[src/fsr_pkg.sv]
`default_nettype none
package fsr_pkg;
    localparam int CLK_MHZ = 100;
    localparam int T_SETUP_NS = 30;
    localparam int T_PULSE_NS = 50;
    localparam int T_OEH_NS = 20;
    localparam int SETUP_CYC = (T_SETUP_NS * CLK_MHZ + 999) / 1000;
    localparam int PULSE_CYC = (T_PULSE_NS * CLK_MHZ + 999) / 1000;
    localparam int OEH_CYC = (T_OEH_NS * CLK_MHZ + 999) / 1000;
    localparam int POLL_BIT_POS = 7;
    localparam int TOG1_BIT_POS = 6;
    localparam int LIMIT_BIT_POS = 5;
    localparam int TOG2_BIT_POS = 2;
    localparam logic [7:0] RESET_CMD = 8'hF0;
    localparam logic [7:0] DATA_RST = 8'h00;
    localparam logic [2:0] RES_NONE = 3'h0;
    localparam logic [2:0] RES_DONE = 3'h1;
    localparam logic [2:0] RES_FAIL = 3'h2;
    localparam logic [2:0] RES_SUSP = 3'h3;
    localparam logic [2:0] RES_BUSY = 3'h4;

    typedef enum logic [1:0] {
        FSR_MODE_PROGRAM = 2'b00,
        FSR_MODE_ERASE = 2'b01,
        FSR_MODE_TOGGLE = 2'b10
    } fsr_mode_e;

    typedef struct packed {
        logic [7:0] data;
        logic [2:0] result;
    } fsr_res_s;

    typedef enum logic [3:0] {
        FSR_IDLE = 4'b0000,
        FSR_SETUP = 4'b0001,
        FSR_PULSE = 4'b0010,
        FSR_HOLD = 4'b0011,
        FSR_EVAL = 4'b0100,
        FSR_WSETUP = 4'b0101,
        FSR_WPULSE = 4'b0110,
        FSR_WHOLD = 4'b0111,
        FSR_REPORT = 4'b1000
    } fsr_state_e;
endpackage
`default_nettype wire
[src/fsr_host.sv]
`default_nettype none
// Behaviour
// - Host reads the programmed address while polling a program.
// - Host reads inside a selected erase sector while polling an erase.
// - After polling shows true data, valid data comes on the next read.
// - Host reads twice, compares toggle bit; equal means done (code reports RES_SUSP instead when the TOG2_BIT_POS bit also differs).
// - Toggling with limit flag high: re-test, still toggling means failure, reset.
// - Host abandoning polling restarts toggle check from the first step.
// - After limit failure host writes reset, device returns to array read.
module fsr_host
    import fsr_pkg::*;
#(
    parameter int AW = 20
) (
    input wire logic clk,
    input wire logic rst,
    input wire logic start,
    input wire fsr_mode_e mode,
    input wire logic [AW-1:0] addr,
    input wire logic [7:0] exp_data,
    input wire logic abort,
    output var logic idle,
    output var logic res_valid,
    output var fsr_res_s res,
    output var logic busy_seen,
    output var logic [AW-1:0] flash_addr,
    output var logic flash_ce_n,
    output var logic flash_oe_n,
    output var logic flash_we_n,
    output var logic [7:0] flash_dq_out,
    output var logic flash_dq_oe,
    input wire logic [7:0] flash_dq_in,
    input wire logic flash_ready_busy_n
);
    fsr_state_e state_ff, nxt_state;
    logic [3:0] cnt_ff;
    logic [1:0] rd_num_ff;
    logic [7:0] first_ff;
    logic [7:0] cur_ff;
    logic [2:0] rb_sync_ff;
    logic rb_level_ff;
    fsr_mode_e mode_ff;
    logic [7:0] exp_ff;
    logic [2:0] pend_res_ff;
    logic [7:0] dq_smp;
    logic cnt_done;
    logic tog_diff;
    logic poll_match;

    assign dq_smp = flash_dq_in;
    assign cnt_done = (cnt_ff == 4'h0);
    assign tog_diff = (cur_ff[TOG1_BIT_POS] != first_ff[TOG1_BIT_POS]);
    assign poll_match = (cur_ff[POLL_BIT_POS] == exp_ff[POLL_BIT_POS]);

    // Ready/busy synchroniser, open-drain line sampled only
    always_ff @(posedge clk or posedge rst) begin
        if (rst) begin
            rb_sync_ff <= 3'h7;
            rb_level_ff <= 1'b1;
        end else begin
            rb_sync_ff <= {rb_sync_ff[1:0], flash_ready_busy_n};
            if (rb_sync_ff[1] == rb_sync_ff[2]) begin
                rb_level_ff <= rb_sync_ff[2];
            end
        end
    end

    always_ff @(posedge clk or posedge rst) begin
        if (rst) begin
            busy_seen <= 1'b0;
        end else if (!rb_level_ff) begin
            busy_seen <= 1'b1;
        end else if (start && state_ff == FSR_IDLE) begin
            busy_seen <= 1'b0;
        end
    end

    always_comb begin
        nxt_state = state_ff;
        case (state_ff)
            FSR_IDLE: if (start) nxt_state = FSR_SETUP;
            FSR_SETUP: if (cnt_done) nxt_state = FSR_PULSE;
            FSR_PULSE: if (cnt_done) nxt_state = FSR_HOLD;
            FSR_HOLD: if (cnt_done) nxt_state = FSR_EVAL;
            FSR_EVAL: begin
                if (abort) begin
                    nxt_state = FSR_REPORT;
                end else if (mode_ff != FSR_MODE_TOGGLE) begin
                    if (poll_match) begin
                        nxt_state = (rd_num_ff == 2'h3) ? FSR_REPORT : FSR_SETUP;
                    end else if (cur_ff[LIMIT_BIT_POS] && rd_num_ff == 2'h2) begin
                        nxt_state = FSR_WSETUP;
                    end else begin
                        nxt_state = FSR_SETUP;
                    end
                end else if (rd_num_ff == 2'h0) begin
                    nxt_state = FSR_SETUP;
                end else if (!tog_diff) begin
                    nxt_state = FSR_REPORT;
                end else if (cur_ff[LIMIT_BIT_POS] && rd_num_ff == 2'h2) begin
                    nxt_state = FSR_WSETUP;
                end else begin
                    nxt_state = FSR_SETUP;
                end
            end
            FSR_WSETUP: if (cnt_done) nxt_state = FSR_WPULSE;
            FSR_WPULSE: if (cnt_done) nxt_state = FSR_WHOLD;
            FSR_WHOLD: if (cnt_done) nxt_state = FSR_REPORT;
            FSR_REPORT: nxt_state = FSR_IDLE;
            default: nxt_state = FSR_IDLE;
        endcase
    end

    always_ff @(posedge clk or posedge rst) begin
        if (rst) begin
            state_ff <= FSR_IDLE;
        end else begin
            state_ff <= nxt_state;
        end
    end

    always_ff @(posedge clk or posedge rst) begin
        if (rst) begin
            cnt_ff <= 4'h0;
        end else if (nxt_state != state_ff) begin
            case (nxt_state)
                FSR_SETUP, FSR_WSETUP: cnt_ff <= 4'(SETUP_CYC - 1);
                FSR_PULSE, FSR_WPULSE: cnt_ff <= 4'(PULSE_CYC - 1);
                FSR_HOLD, FSR_WHOLD: cnt_ff <= 4'(OEH_CYC - 1);
                default: cnt_ff <= 4'h0;
            endcase
        end else if (!cnt_done) begin
            cnt_ff <= cnt_ff - 4'h1;
        end
    end

    // Read capture and toggle tracking
    always_ff @(posedge clk or posedge rst) begin
        if (rst) begin
            mode_ff <= FSR_MODE_PROGRAM;
            exp_ff <= DATA_RST;
            flash_addr <= '0;
            rd_num_ff <= 2'h0;
            first_ff <= DATA_RST;
            cur_ff <= DATA_RST;
            pend_res_ff <= RES_NONE;
        end else begin
            if (state_ff == FSR_IDLE && start) begin
                mode_ff <= mode;
                exp_ff <= (mode == FSR_MODE_ERASE) ? 8'hFF : exp_data;
                flash_addr <= addr;
                rd_num_ff <= 2'h0;
            end
            if (state_ff == FSR_PULSE && cnt_done) begin
                cur_ff <= dq_smp;
            end
            if (state_ff == FSR_EVAL) begin
                first_ff <= cur_ff;
                if (mode_ff == FSR_MODE_TOGGLE) begin
                    if (rd_num_ff == 2'h0 || !cur_ff[LIMIT_BIT_POS]) begin
                        rd_num_ff <= 2'h1;
                    end else begin
                        rd_num_ff <= 2'h2;
                    end
                end else if (poll_match) begin
                    rd_num_ff <= 2'h3;
                end else if (cur_ff[LIMIT_BIT_POS]) begin
                    rd_num_ff <= 2'h2;
                end
                if (abort) begin
                    pend_res_ff <= RES_NONE;
                end else if (nxt_state == FSR_WSETUP) begin
                    pend_res_ff <= RES_FAIL;
                end else if (mode_ff == FSR_MODE_TOGGLE) begin
                    pend_res_ff <= cur_ff[TOG2_BIT_POS] != first_ff[TOG2_BIT_POS] ?
                        RES_SUSP : RES_DONE;
                end else begin
                    pend_res_ff <= RES_DONE;
                end
            end
        end
    end

    // Bus strobes, all registered
    always_ff @(posedge clk or posedge rst) begin
        if (rst) begin
            flash_ce_n <= 1'b1;
            flash_oe_n <= 1'b1;
            flash_we_n <= 1'b1;
            flash_dq_oe <= 1'b0;
            flash_dq_out <= DATA_RST;
        end else begin
            flash_ce_n <= !(nxt_state inside {FSR_SETUP, FSR_PULSE, FSR_HOLD,
                FSR_WSETUP, FSR_WPULSE, FSR_WHOLD});
            flash_oe_n <= (nxt_state != FSR_PULSE);
            flash_we_n <= (nxt_state != FSR_WPULSE);
            flash_dq_oe <= (nxt_state inside {FSR_WSETUP, FSR_WPULSE, FSR_WHOLD});
            flash_dq_out <= RESET_CMD;
        end
    end

    always_ff @(posedge clk or posedge rst) begin
        if (rst) begin
            idle <= 1'b1;
            res_valid <= 1'b0;
            res <= '0;
        end else begin
            idle <= (nxt_state == FSR_IDLE);
            res_valid <= (state_ff == FSR_REPORT);
            if (state_ff == FSR_REPORT) begin
                res.result <= pend_res_ff;
                res.data <= cur_ff;
            end
        end
    end

    a_poll_done: assert property (@(posedge clk) disable iff (rst)
        (state_ff == FSR_EVAL && mode_ff != FSR_MODE_TOGGLE && rd_num_ff == 2'h3 &&
         poll_match && !abort) |-> ##2 res_valid && res.result == RES_DONE)
        else $error("poll done not reported");
    a_toggle_done: assert property (@(posedge clk) disable iff (rst)
        (state_ff == FSR_EVAL && mode_ff == FSR_MODE_TOGGLE && rd_num_ff != 2'h0 &&
         !tog_diff && !abort) |=> state_ff == FSR_REPORT)
        else $error("equal toggle reads did not end check");
    a_fail_reset: assert property (@(posedge clk) disable iff (rst)
        (state_ff == FSR_EVAL && nxt_state == FSR_WSETUP) |->
        ##[1:20] (!flash_we_n && flash_dq_oe && flash_dq_out == RESET_CMD))
        else $error("reset command not written after failure");
    a_no_fight: assert property (@(posedge clk) disable iff (rst)
        !(flash_dq_oe && !flash_oe_n))
        else $error("data bus driven during read");
    a_read_addr: assert property (@(posedge clk) disable iff (rst)
        !flash_oe_n |-> $stable(flash_addr))
        else $error("address moved during status read");
    a_first_read: assert property (@(posedge clk) disable iff (rst)
        (state_ff == FSR_IDLE && start) |=> rd_num_ff == 2'h0 ##1 !flash_ce_n)
        else $error("toggle check did not restart");
    a_read_pulse: assert property (@(posedge clk) disable iff (rst)
        $fell(flash_oe_n) |-> !flash_oe_n [*2])
        else $error("read pulse too short");
    a_busy_flag: assert property (@(posedge clk) disable iff (rst)
        (!rb_level_ff && !(start && state_ff == FSR_IDLE)) |=> busy_seen)
        else $error("busy level not recorded");
    c_done: cover property (@(posedge clk) res_valid && res.result == RES_DONE);
    c_fail: cover property (@(posedge clk) res_valid && res.result == RES_FAIL);
    c_susp: cover property (@(posedge clk) res_valid && res.result == RES_SUSP);
    c_busy: cover property (@(posedge clk) busy_seen && res_valid);
endmodule
`default_nettype wire

[config.mk]
export PLATFORM = sky130hd
export DESIGN_NAME = fsr_host
export DESIGN_NICKNAME = d
export VERILOG_FILES = /design/src/fsr_pkg.sv /design/src/fsr_host.sv
export SDC_FILE = /design/constraint.sdc
export NUM_CORES = 1
export LEC_CHECK = 0
export ABC_AREA = 1
export BUFFER_PORTS_ARGS = -buffer_cell sky130_fd_sc_hd__buf_2
export CORE_ASPECT_RATIO = 1.1
export CORE_MARGIN = 2
export CORE_UTILIZATION = 35
export DETAILED_ROUTE_END_ITERATION = 16
export SLEW_MARGIN = 5
export SYNTH_ARGS = -nofsm -noshare
export SYNTH_HDL_FRONTEND = slang
export SYNTH_SLANG_ARGS = --single-unit
[constraint.sdc]
create_clock -name clk -period 2.68 [get_ports clk]
set_input_delay 0.536 -clock clk [delete_from_list [all_inputs] [get_ports clk]]
set_output_delay 0.536 -clock clk [all_outputs]
set_load 0.02 [all_outputs]
After elaboration in Yosys (flattened, before gate mapping)
Index checks and enable logic that the tools add are counted.

storage, ports and cells
  memories = 0
  input bits = 43
  bits in latches = 0
  bits in read-only memories = 0
  bits in writable memories = 0
  flip-flop bits (word level) = 81

operators by class
  div/mod/pow operators = 0
  order comparisons = 0
  $mul = 0
  add/subtract/negate cells = 1
  multiplexer cells = 31
  bitwise gates (word level) = 0
  shift-type cells = 0
  reductions and logical operators = 15
  equality and inequality tests = 28

operators by type and width
  kind                                                 count
  two-way mux 4 bit                                    15
  one-hot mux 4 bit (8 select lines)                   1
  equality test 4 x 3 -> 1 bit, second input constant  7
  two-way mux 2 bit                                    10
  equality test 4 x 2 -> 1 bit, second input constant  4
  zero test 4 bit                                      3
  one-hot mux 3 bit (3 select lines)                   1
  equality test 4 x 1 -> 1 bit, second input constant  2
  two-way mux 8 bit                                    1
  equality test 2 bit, second input constant           3
  nonzero test 6 bit                                   1
  OR reduction 2 bit                                   3
  equality test 4 bit, second input constant           1
  != test 2 x 1 -> 1 bit, second input constant        2
  != test 4 x 2 -> 1 bit, second input constant        1
  != test 4 x 3 -> 1 bit, second input constant        1
  != test 4 bit                                        1
  subtractor 4 x 1 -> 4 bit, second input constant     1
  logical AND 1 bit                                    3
  two-way mux 3 bit                                    1
  nonzero test 3 bit                                   1
  equality test 1 bit                                  2
  equality test 2 x 1 -> 1 bit, second input constant  1
  zero test 1 bit                                      2
  other kinds (5)                                      7

Depth between registers and ports, before layout
Gate-level depths: netlist of run 1.

  depth after elaboration = 12
  mapped depth = 13
  mapped depth without buffers = 13

Worst setup path after synthesis of run 1
OpenSTA, ideal clock, no wires.

  kind = register -> register
  start = register cnt_ff[0]
  end = register cnt_ff[1]
  cell stages (with the launch flop) = 14
  setup slack = 1041 ps
  setup time = 117 ps
  path buffers = 0
  data arrival time = 1522 ps
  period minus slack after synthesis = 1639 ps
  data required time = 2563 ps
  cells stage by stage = dfrtp_1 > inv_1 > ha_1 > nand2_1 > inv_2 > o21ai_1 > nand2_1 > nand3_4 > nand2_2 > nand2_4 > nand2_2 > nand2_1 > nand2_1 > nand2_1

between the ends
  longest elaborated chain between the ends = 7
  elaborated cells on any way between the ends = 23
  those cells by class = add/sub (1); eq/ne (8); mux (10); reduce/logical (4)

RTL lines
  item                                                        line             RTL
  from (decl)                                                 fsr_host.sv:36   logic [3:0] cnt_ff;
  from (signal assigned)                                      fsr_host.sv:127  FSR_SETUP, FSR_WSETUP: cnt_ff <= 4'(SETUP_CYC - 1);
  from (signal assigned)                                      fsr_host.sv:128  FSR_PULSE, FSR_WPULSE: cnt_ff <= 4'(PULSE_CYC - 1);
  from (signal assigned)                                      fsr_host.sv:129  FSR_HOLD, FSR_WHOLD: cnt_ff <= 4'(OEH_CYC - 1);
  zero test 4 bit (*)                                         fsr_host.sv:51   assign cnt_done = (cnt_ff == 4'h0);
  two-way mux 4 bit, or another cell as far along             fsr_host.sv:108  FSR_WHOLD: if (cnt_done) nxt_state = FSR_REPORT;
  one-hot mux 4 bit (8 select lines) (*)                      fsr_host.sv:80   case (state_ff)
  via nxt_state[0]                                            fsr_host.sv:35   fsr_state_e state_ff, nxt_state;
  equality test 4 x 2 -> 1 bit, or another cell as far along  fsr_host.sv:126  case (nxt_state)
  OR reduction 2 bit                                          fsr_host.sv:126
  one-hot mux 3 bit (3 select lines)                          fsr_host.sv:126
  two-way mux 4 bit                                           fsr_host.sv:125  end else if (nxt_state != state_ff) begin

Mark *: on every way through the listed nets, which the timed path passes. The rest lies on a longest branch. The select of a mux whose other input is x is not followed.
A chain may end at the register's enable or synchronous reset.

Worst setup path in the final report of run 1
Same ends and word-level chain as after synthesis.

==> results of run 1 <==
[metal layers]
layer	global-route usage (%)	part of all wire, %
met5	0	0
met4	6.64	1.3
met3	3.00	5.1
met2	22.5	47
met1	18.3	46
[cell families after synthesis]
kind of cell | count (synthesis) | share of synthesized area [%]
AOI/OAI and AO/OA | 30 | 5.52
xor gates and xnor gates | 3 | 0.899
adders and majority gates | 2 | 0.770
buffers and inverters | 46 | 6.93
DFF | 67 | 57.7
other | 2 | 0.257
and+or+nand+nor | 186 | 27.9
[metrics by stage]
step	hold slack, ns	area [um^2]	std cells	worst slack [ns]
after floorplan	0.345	2940	340	0.474
after global placement	0.346	3400	514	0.839
after detailed placement	0.349	3400	514	0.823
after CTS	0.201	3580	530	0.810
after global routing	0.224	3580	530	0.637
final	0.198	3580	530	0.817
[state kept, by name, indices dropped and copies added, names as in the netlist, 2 cells and up]
name and cells:
mode_ff 2, first_ff 2, cnt_ff 4, rd_num_ff 2
flash_addr 20, pend_res_ff 2, rb_sync_ff 3, cur_ff 8
res 10, state_ff 4
[cell type report]
type / count / area share, %
inverters: 32 / 3.35
clock buffers: 11 / 3.95
repair buffers: 80 / 11.5
flip-flops and latches: 67 / 47.1
well taps: 108 / 3.77
clock inverters: 5 / 1.05
multi-input cells: 227 / 29.3
[worst paths after layout]
path / from / to / depth (start not counted)
setup / recovery: cnt_ff[0]$_DFFE_PP0P_ / cnt_ff[1]$_DFFE_PP0P_ / 13
setup reg to reg: cnt_ff[0]$_DFFE_PP0P_ / cnt_ff[1]$_DFFE_PP0P_ / 13
hold / removal: rst / cur_ff[0]$_DFFE_PP0P_ / 2
min in group clk: flash_ready_busy_n / rb_sync_ff[0]$_DFF_PP1_ / 1
max in group asynchronous: rst / flash_oe_n$_DFF_PP1_ / 3
hold reg to reg: rb_sync_ff[0]$_DFF_PP1_ / rb_sync_ff[1]$_DFF_PP1_ / 0
[report_power, final]
| part | internal (W) | leakage, nW | total [W] | switching (W) |
|---|---|---|---|---|
| registers | 0.00142 | 0.784 | 0.00166 | 0.000235 |
| clock network | 0.000364 | 0.0859 | 0.000758 | 0.000393 |
| logic | 0.000611 | 1.03 | 0.00180 | 0.00118 |
| total | 0.00240 | 1.90 | 0.00421 | 0.00181 |
[Yosys cell counts (2+ instances only)]
library cell | count | area, um^2
conb_1 | 2 | 7.51
a21oi_1 | 3 | 15.0
nor2_4 | 3 | 33.8
o21ai_0 | 23 | 115
nand4_1 | 2 | 12.5
nor2_2 | 4 | 25.0
nor3_2 | 2 | 20.0
dfrtp_1 | 59 | 1480
buf_4 | 8 | 60.1
inv_2 | 6 | 22.5
nand2_1 | 134 | 503
nand3_1 | 17 | 85.1
clkbuf_1 | 6 | 22.5
xnor2_1 | 2 | 17.5
inv_1 | 26 | 97.6
nand2_2 | 3 | 18.8
dfstp_2 | 8 | 210
nor2_1 | 14 | 52.6
==> results.json, run 1 <==
{
  "cp_top_family": "simple AND/OR/NAND/NOR gates",
  "worst-r2r-setup-slack_ns": 0.82,
  "clk_pin_slew_ns": 0.08,
  "grt_pass1_vias": 2271,
  "grt_pass1_wl_um": 10300,
  "post_drt_wl_per_cell_um": 11.0,
  "cts_root_buffer": "clkbuf_8",
  "post-cts-setup-buffer-count": 0,
  "vdd_drop_max_uv": 447,
  "die_area_um2": 9100,
  "period_needed_ns": 1.86,
  "fin_util_pct": 44.8,
  "crit_type": "flip-flop to flip-flop",
  "cts_sinks": 67,
  "yosys_warnings": 0,
  "place.port_buffers": 76,
  "power_density_nw_per_um2": 1180,
  "relSlewSlack_pct": 51.1,
  "cts_tree": "done",
  "fillers": 860,
  "crit_fanout": 8,
  "async_reset_ff_share_pct": 100,
  "routed_wl_um": 5860,
  "antenna_found_initial": 0,
  "fmax_ghz": 0.537,
  "skew_ns": 0.00753,
  "clk_path_buf_depth": 2,
  "dr.first_iter.drc_count": 131,
  "worst_pin_slew_ns": 0.733,
  "io_pins": 89,
  "power_leakage_nw": 1.90,
  "finalPower_w": 0.00421,
  "drc": 0,
  "grt_start_max_net_pins": 27,
  "synth-edff-count": 0,
  "status": "finished, final reports clean",
  "tns_ns": 0,
  "firstDrtPassIters": 5,
  "final_layout_size_suffix_gt1_share_pct": 29.9,
  "cts_resized": 0,
  "seq_area_um2": 1690,
  "fin_nets": 461,
  "start_util_pct": 36.6,
  "critical-path-max-stage-delay_ns": 0.38,
  "start_kind": "flip-flop",
  "ys.flop_type": "dfrtp_1",
  "vias": 2338,
  "die_h_um": 99.9,
  "rows": 34,
  "syn-instance-count": 336,
  "cts_buffers": 9,
  "synthToLayoutAreaGrowth_pct": 22.5,
  "layout_commonest_cell": "nand2_1",
  "crit_buf_inv": 2,
  "htreeDepth": 3,
  "worstPathArrival_ns": 2.10,
  "clkLatencyLatePin_ns": 0.34,
  "yosysSeqAreaShare_pct": 57.7,
  "period_share_pct": 69.5,
  "final_cell_mix": "nand2_1 (134), buf_2 (76), dfrtp_1 (59)",
  "synth_cell_types": 32,
  "grtUsageTotal_pct": 14.1,
  "crit_top_cell": "nand2_1",
  "cts.hold.buffers_added": 0,
  "grt-ovfl-total": 0,
  "cp.required_ns": 2.92,
  "hpwlAfterDp_um": 4310,
  "path_cells": "inv_1, ha_1, nand2_1, inv_2, o21ai_1, nand2_1, nand3_4, nand2_2, nand2_4, nand2_2, nand2_1, nand2_1, nand2_1",
  "min_path_type": "input port to async pin",
  "ant_nets": 0,
  "slowest_stage": "dfrtp_1",
  "ys_ff_latch": 67,
  "final_hold_viol_count": 0,
  "place_congestion": 0.816,
  "syn_area_per_cell_um2": 8.70,
  "final-setup-viol-count": 0,
  "dieWidth_um": 91.2,
  "maxSlewViolCount": 0,
  "core_um2": 8000,
  "syn_area_um2": 2920,
  "multiInputGateArea_um2": 1050,
  "num_antenna_cells": 0,
  "cap_violations": 0,
  "endpoint_kind": "flip-flop",
  "rsz0062_at_grt": "no",
  "vias_per_cell": 4.41
}
Note: power is estimated with default switching activity, not from simulation.
==> inputs of run 2 (changes only) <==
Clock period 2.68 ns to 1.8 ns, I/O delays scaled along.
==> run 2 against run 1 <==
Against the previous run: sequential share of layout area fell by 1.3 points; critical path depth unchanged; global-route usage increased by 0.14 points; cell area up 2.9%; clock skew rose by 0.0025 ns; combinational power increased by 59%; utilization grew 1.3 points; cell count rose by 1.3%; maximum frequency increased by 12%; hold slack worse by 0.18 ns; first-iteration DRC count is 20% lower; critical path type unchanged; critical endpoint unchanged.
==> results.json, run 2 (synthesis gave the netlist of run 1 again) <==
{
  "status": "finished, final reports clean",
  "clk_path_buf_depth": 2,
  "tns_ns": 0,
  "crit_buf_inv": 2,
  "cts_tree": "done",
  "min_path_type": "input port to async pin",
  "cp.required_ns": 2.04,
  "setup_ws_ns": 0.129,
  "clkLatencyLatePin_ns": 0.35,
  "p_int_w": 0.00366,
  "crit_fanout": 7,
  "dieWidth_um": 91.2,
  "slowest_stage": "dfrtp_1",
  "cp_top_family": "simple AND/OR/NAND/NOR gates",
  "worstPathArrival_ns": 1.91,
  "layout.cells.non_filler": 537,
  "cts.hold.buffers_added": 0,
  "drc": 0,
  "largest_reg_flops": 20,
  "crit_type": "flip-flop to flip-flop",
  "cts_buffers": 9,
  "dr.first_iter.drc_count": 105,
  "place_ws_ns": -0.0154,
  "die_area_um2": 9100,
  "final-setup-viol-count": 0,
  "core_um2": 8000,
  "post_drt_wl_per_cell_um": 11.3,
  "endpoint_kind": "flip-flop",
  "grt_pass1_vias": 2285,
  "vdd_drop_max_uv": 651,
  "largest-register": "flash_addr",
  "fin_area_um2": 3690,
  "period_share_pct": 92.8,
  "grt_pass1_wl_um": 10200,
  "die_h_um": 99.9,
  "p_seq_share_pct": 38.2,
  "final_cell_mix": "nand2_1 (133), buf_2 (76), dfrtp_1 (57)",
  "final_layout_size_suffix_gt1_share_pct": 32.6,
  "period_needed_ns": 1.67,
  "synthToLayoutAreaGrowth_pct": 26.1,
  "cap_violations": 0,
  "num_antenna_cells": 0,
  "grt-ovfl-total": 0,
  "power_density_nw_per_um2": 1760,
  "maxSlewViolCount": 0,
  "fmax_ghz": 0.598,
  "start_util_pct": 36.6,
  "crit_top_cell": "nand2_1",
  "grt_start_max_net_pins": 27,
  "fin_nets": 468,
  "cts_root_buffer": "clkbuf_8",
  "finalPower_w": 0.00647,
  "place.port_buffers": 76,
  "final_hold_viol_count": 0,
  "layout_commonest_cell": "nand2_1",
  "antenna_found_initial": 0,
  "cts_sinks": 67,
  "ant_nets": 0,
  "vias": 2336,
  "placed_cell_area_um2": 3480,
  "skew_ns": 0.0101,
  "p_comb_share_pct": 44.3,
  "power.net_switching_w": 0.00281,
  "firstDrtPassIters": 4,
  "htreeDepth": 3,
  "clkPwrFrac_pct": 17.5,
  "clk_pin_slew_ns": 0.08,
  "critical-path-max-stage-delay_ns": 0.40,
  "hpwlAfterDp_um": 4370,
  "grtUsageTotal_pct": 14.2,
  "reg_top3": "flash_addr: 20 flops, res: 10 flops, cur_ff: 8 flops",
  "io_pins": 89,
  "start_kind": "flip-flop",
  "routed_wl_um": 6090,
  "rows": 34,
  "place_congestion": 0.895,
  "path_cells": "inv_1, ha_4, nand2_4, inv_2, o21ai_1, nand2_1, nand3_4, nand2_2, nand2_4, nand2_2, nand2_1, nand2_1, nand2_1",
  "power_leakage_nw": 1.93,
  "vias_per_cell": 4.35,
  "placed_cells": 520,
  "switching_share_pct": 43.5
}
run 2: what timing repair did:
item / CTS / global route
setup buffers: 0 / 1
gates resized for setup: 1 / 7
gates cloned: 0 / 0
endpoints found under the hold margin: 0 / 0
endpoints found under the setup margin: 3 / 6
pin swaps: 0 / 2
run 2: area by class of cell:
| type | count | area, um^2 |
|---|---|---|
| multi-input combinational | 227 | 1070 |
| clock buffer | 9 | 124 |
| inverter | 32 | 124 |
| sequential | 67 | 1690 |
| timing repair buffer | 87 | 488 |
| fill | 847 | 4310 |
| clock inverter | 7 | 53.8 |
| tap | 108 | 135 |
run 2: routing by layer:
layer	wire length, um	vias up	global-route usage [%]
met1	2780	1055	17.7
met5	0	-	0
met2	2890	56	22.6
met3	278	12	3.45
li1	-	1213	-
met4	155	0	8.39
run 2: power groups by stage:
| stage | clock network [W] | registers (W) | logic (W) |
|---|---|---|---|
| 4_1_cts | 0.00117 | 0.00247 | 0.00280 |
| 2_1_floorplan | 0 | 0.00282 | 0.00164 |
| 5_1_grt | 0.00122 | 0.00255 | 0.00326 |
| 6_report | 0.00113 | 0.00247 | 0.00287 |
| 3_3_place_gp | 0 | 0.00248 | 0.00273 |
| 3_5_place_dp | 0 | 0.00249 | 0.00278 |
run 2: stage by stage:
stage | hold WS, ns | util, %
finish | 0.0155 | 46.1
global route | 0.0432 | 46.1
CTS | 0.0169 | 45.7
detailed placement | 0.349 | 43.5
global placement | 0.346 | 43.5
floorplan | 0.345 | -
run 2: path summary, 6_finish.rpt:
check | from | to | slack [ns] | cells past startpoint
max reg2reg | cnt_ff[1]$_DFFE_PP0P_ | cnt_ff[1]$_DFFE_PP0P_ | 0.13 | 13
max in group asynchronous | rst | flash_oe_n$_DFF_PP1_ | 1.24 | 3
min reg2reg | rb_sync_ff[0]$_DFF_PP1_ | rb_sync_ff[1]$_DFF_PP1_ | 0.36 | 0
max | cnt_ff[1]$_DFFE_PP0P_ | cnt_ff[1]$_DFFE_PP0P_ | 0.13 | 13
min in group clk | flash_ready_busy_n | rb_sync_ff[0]$_DFF_PP1_ | 0.10 | 1
min | rst | flash_addr[16]$_DFFE_PP0P_ | 0.02 | 2
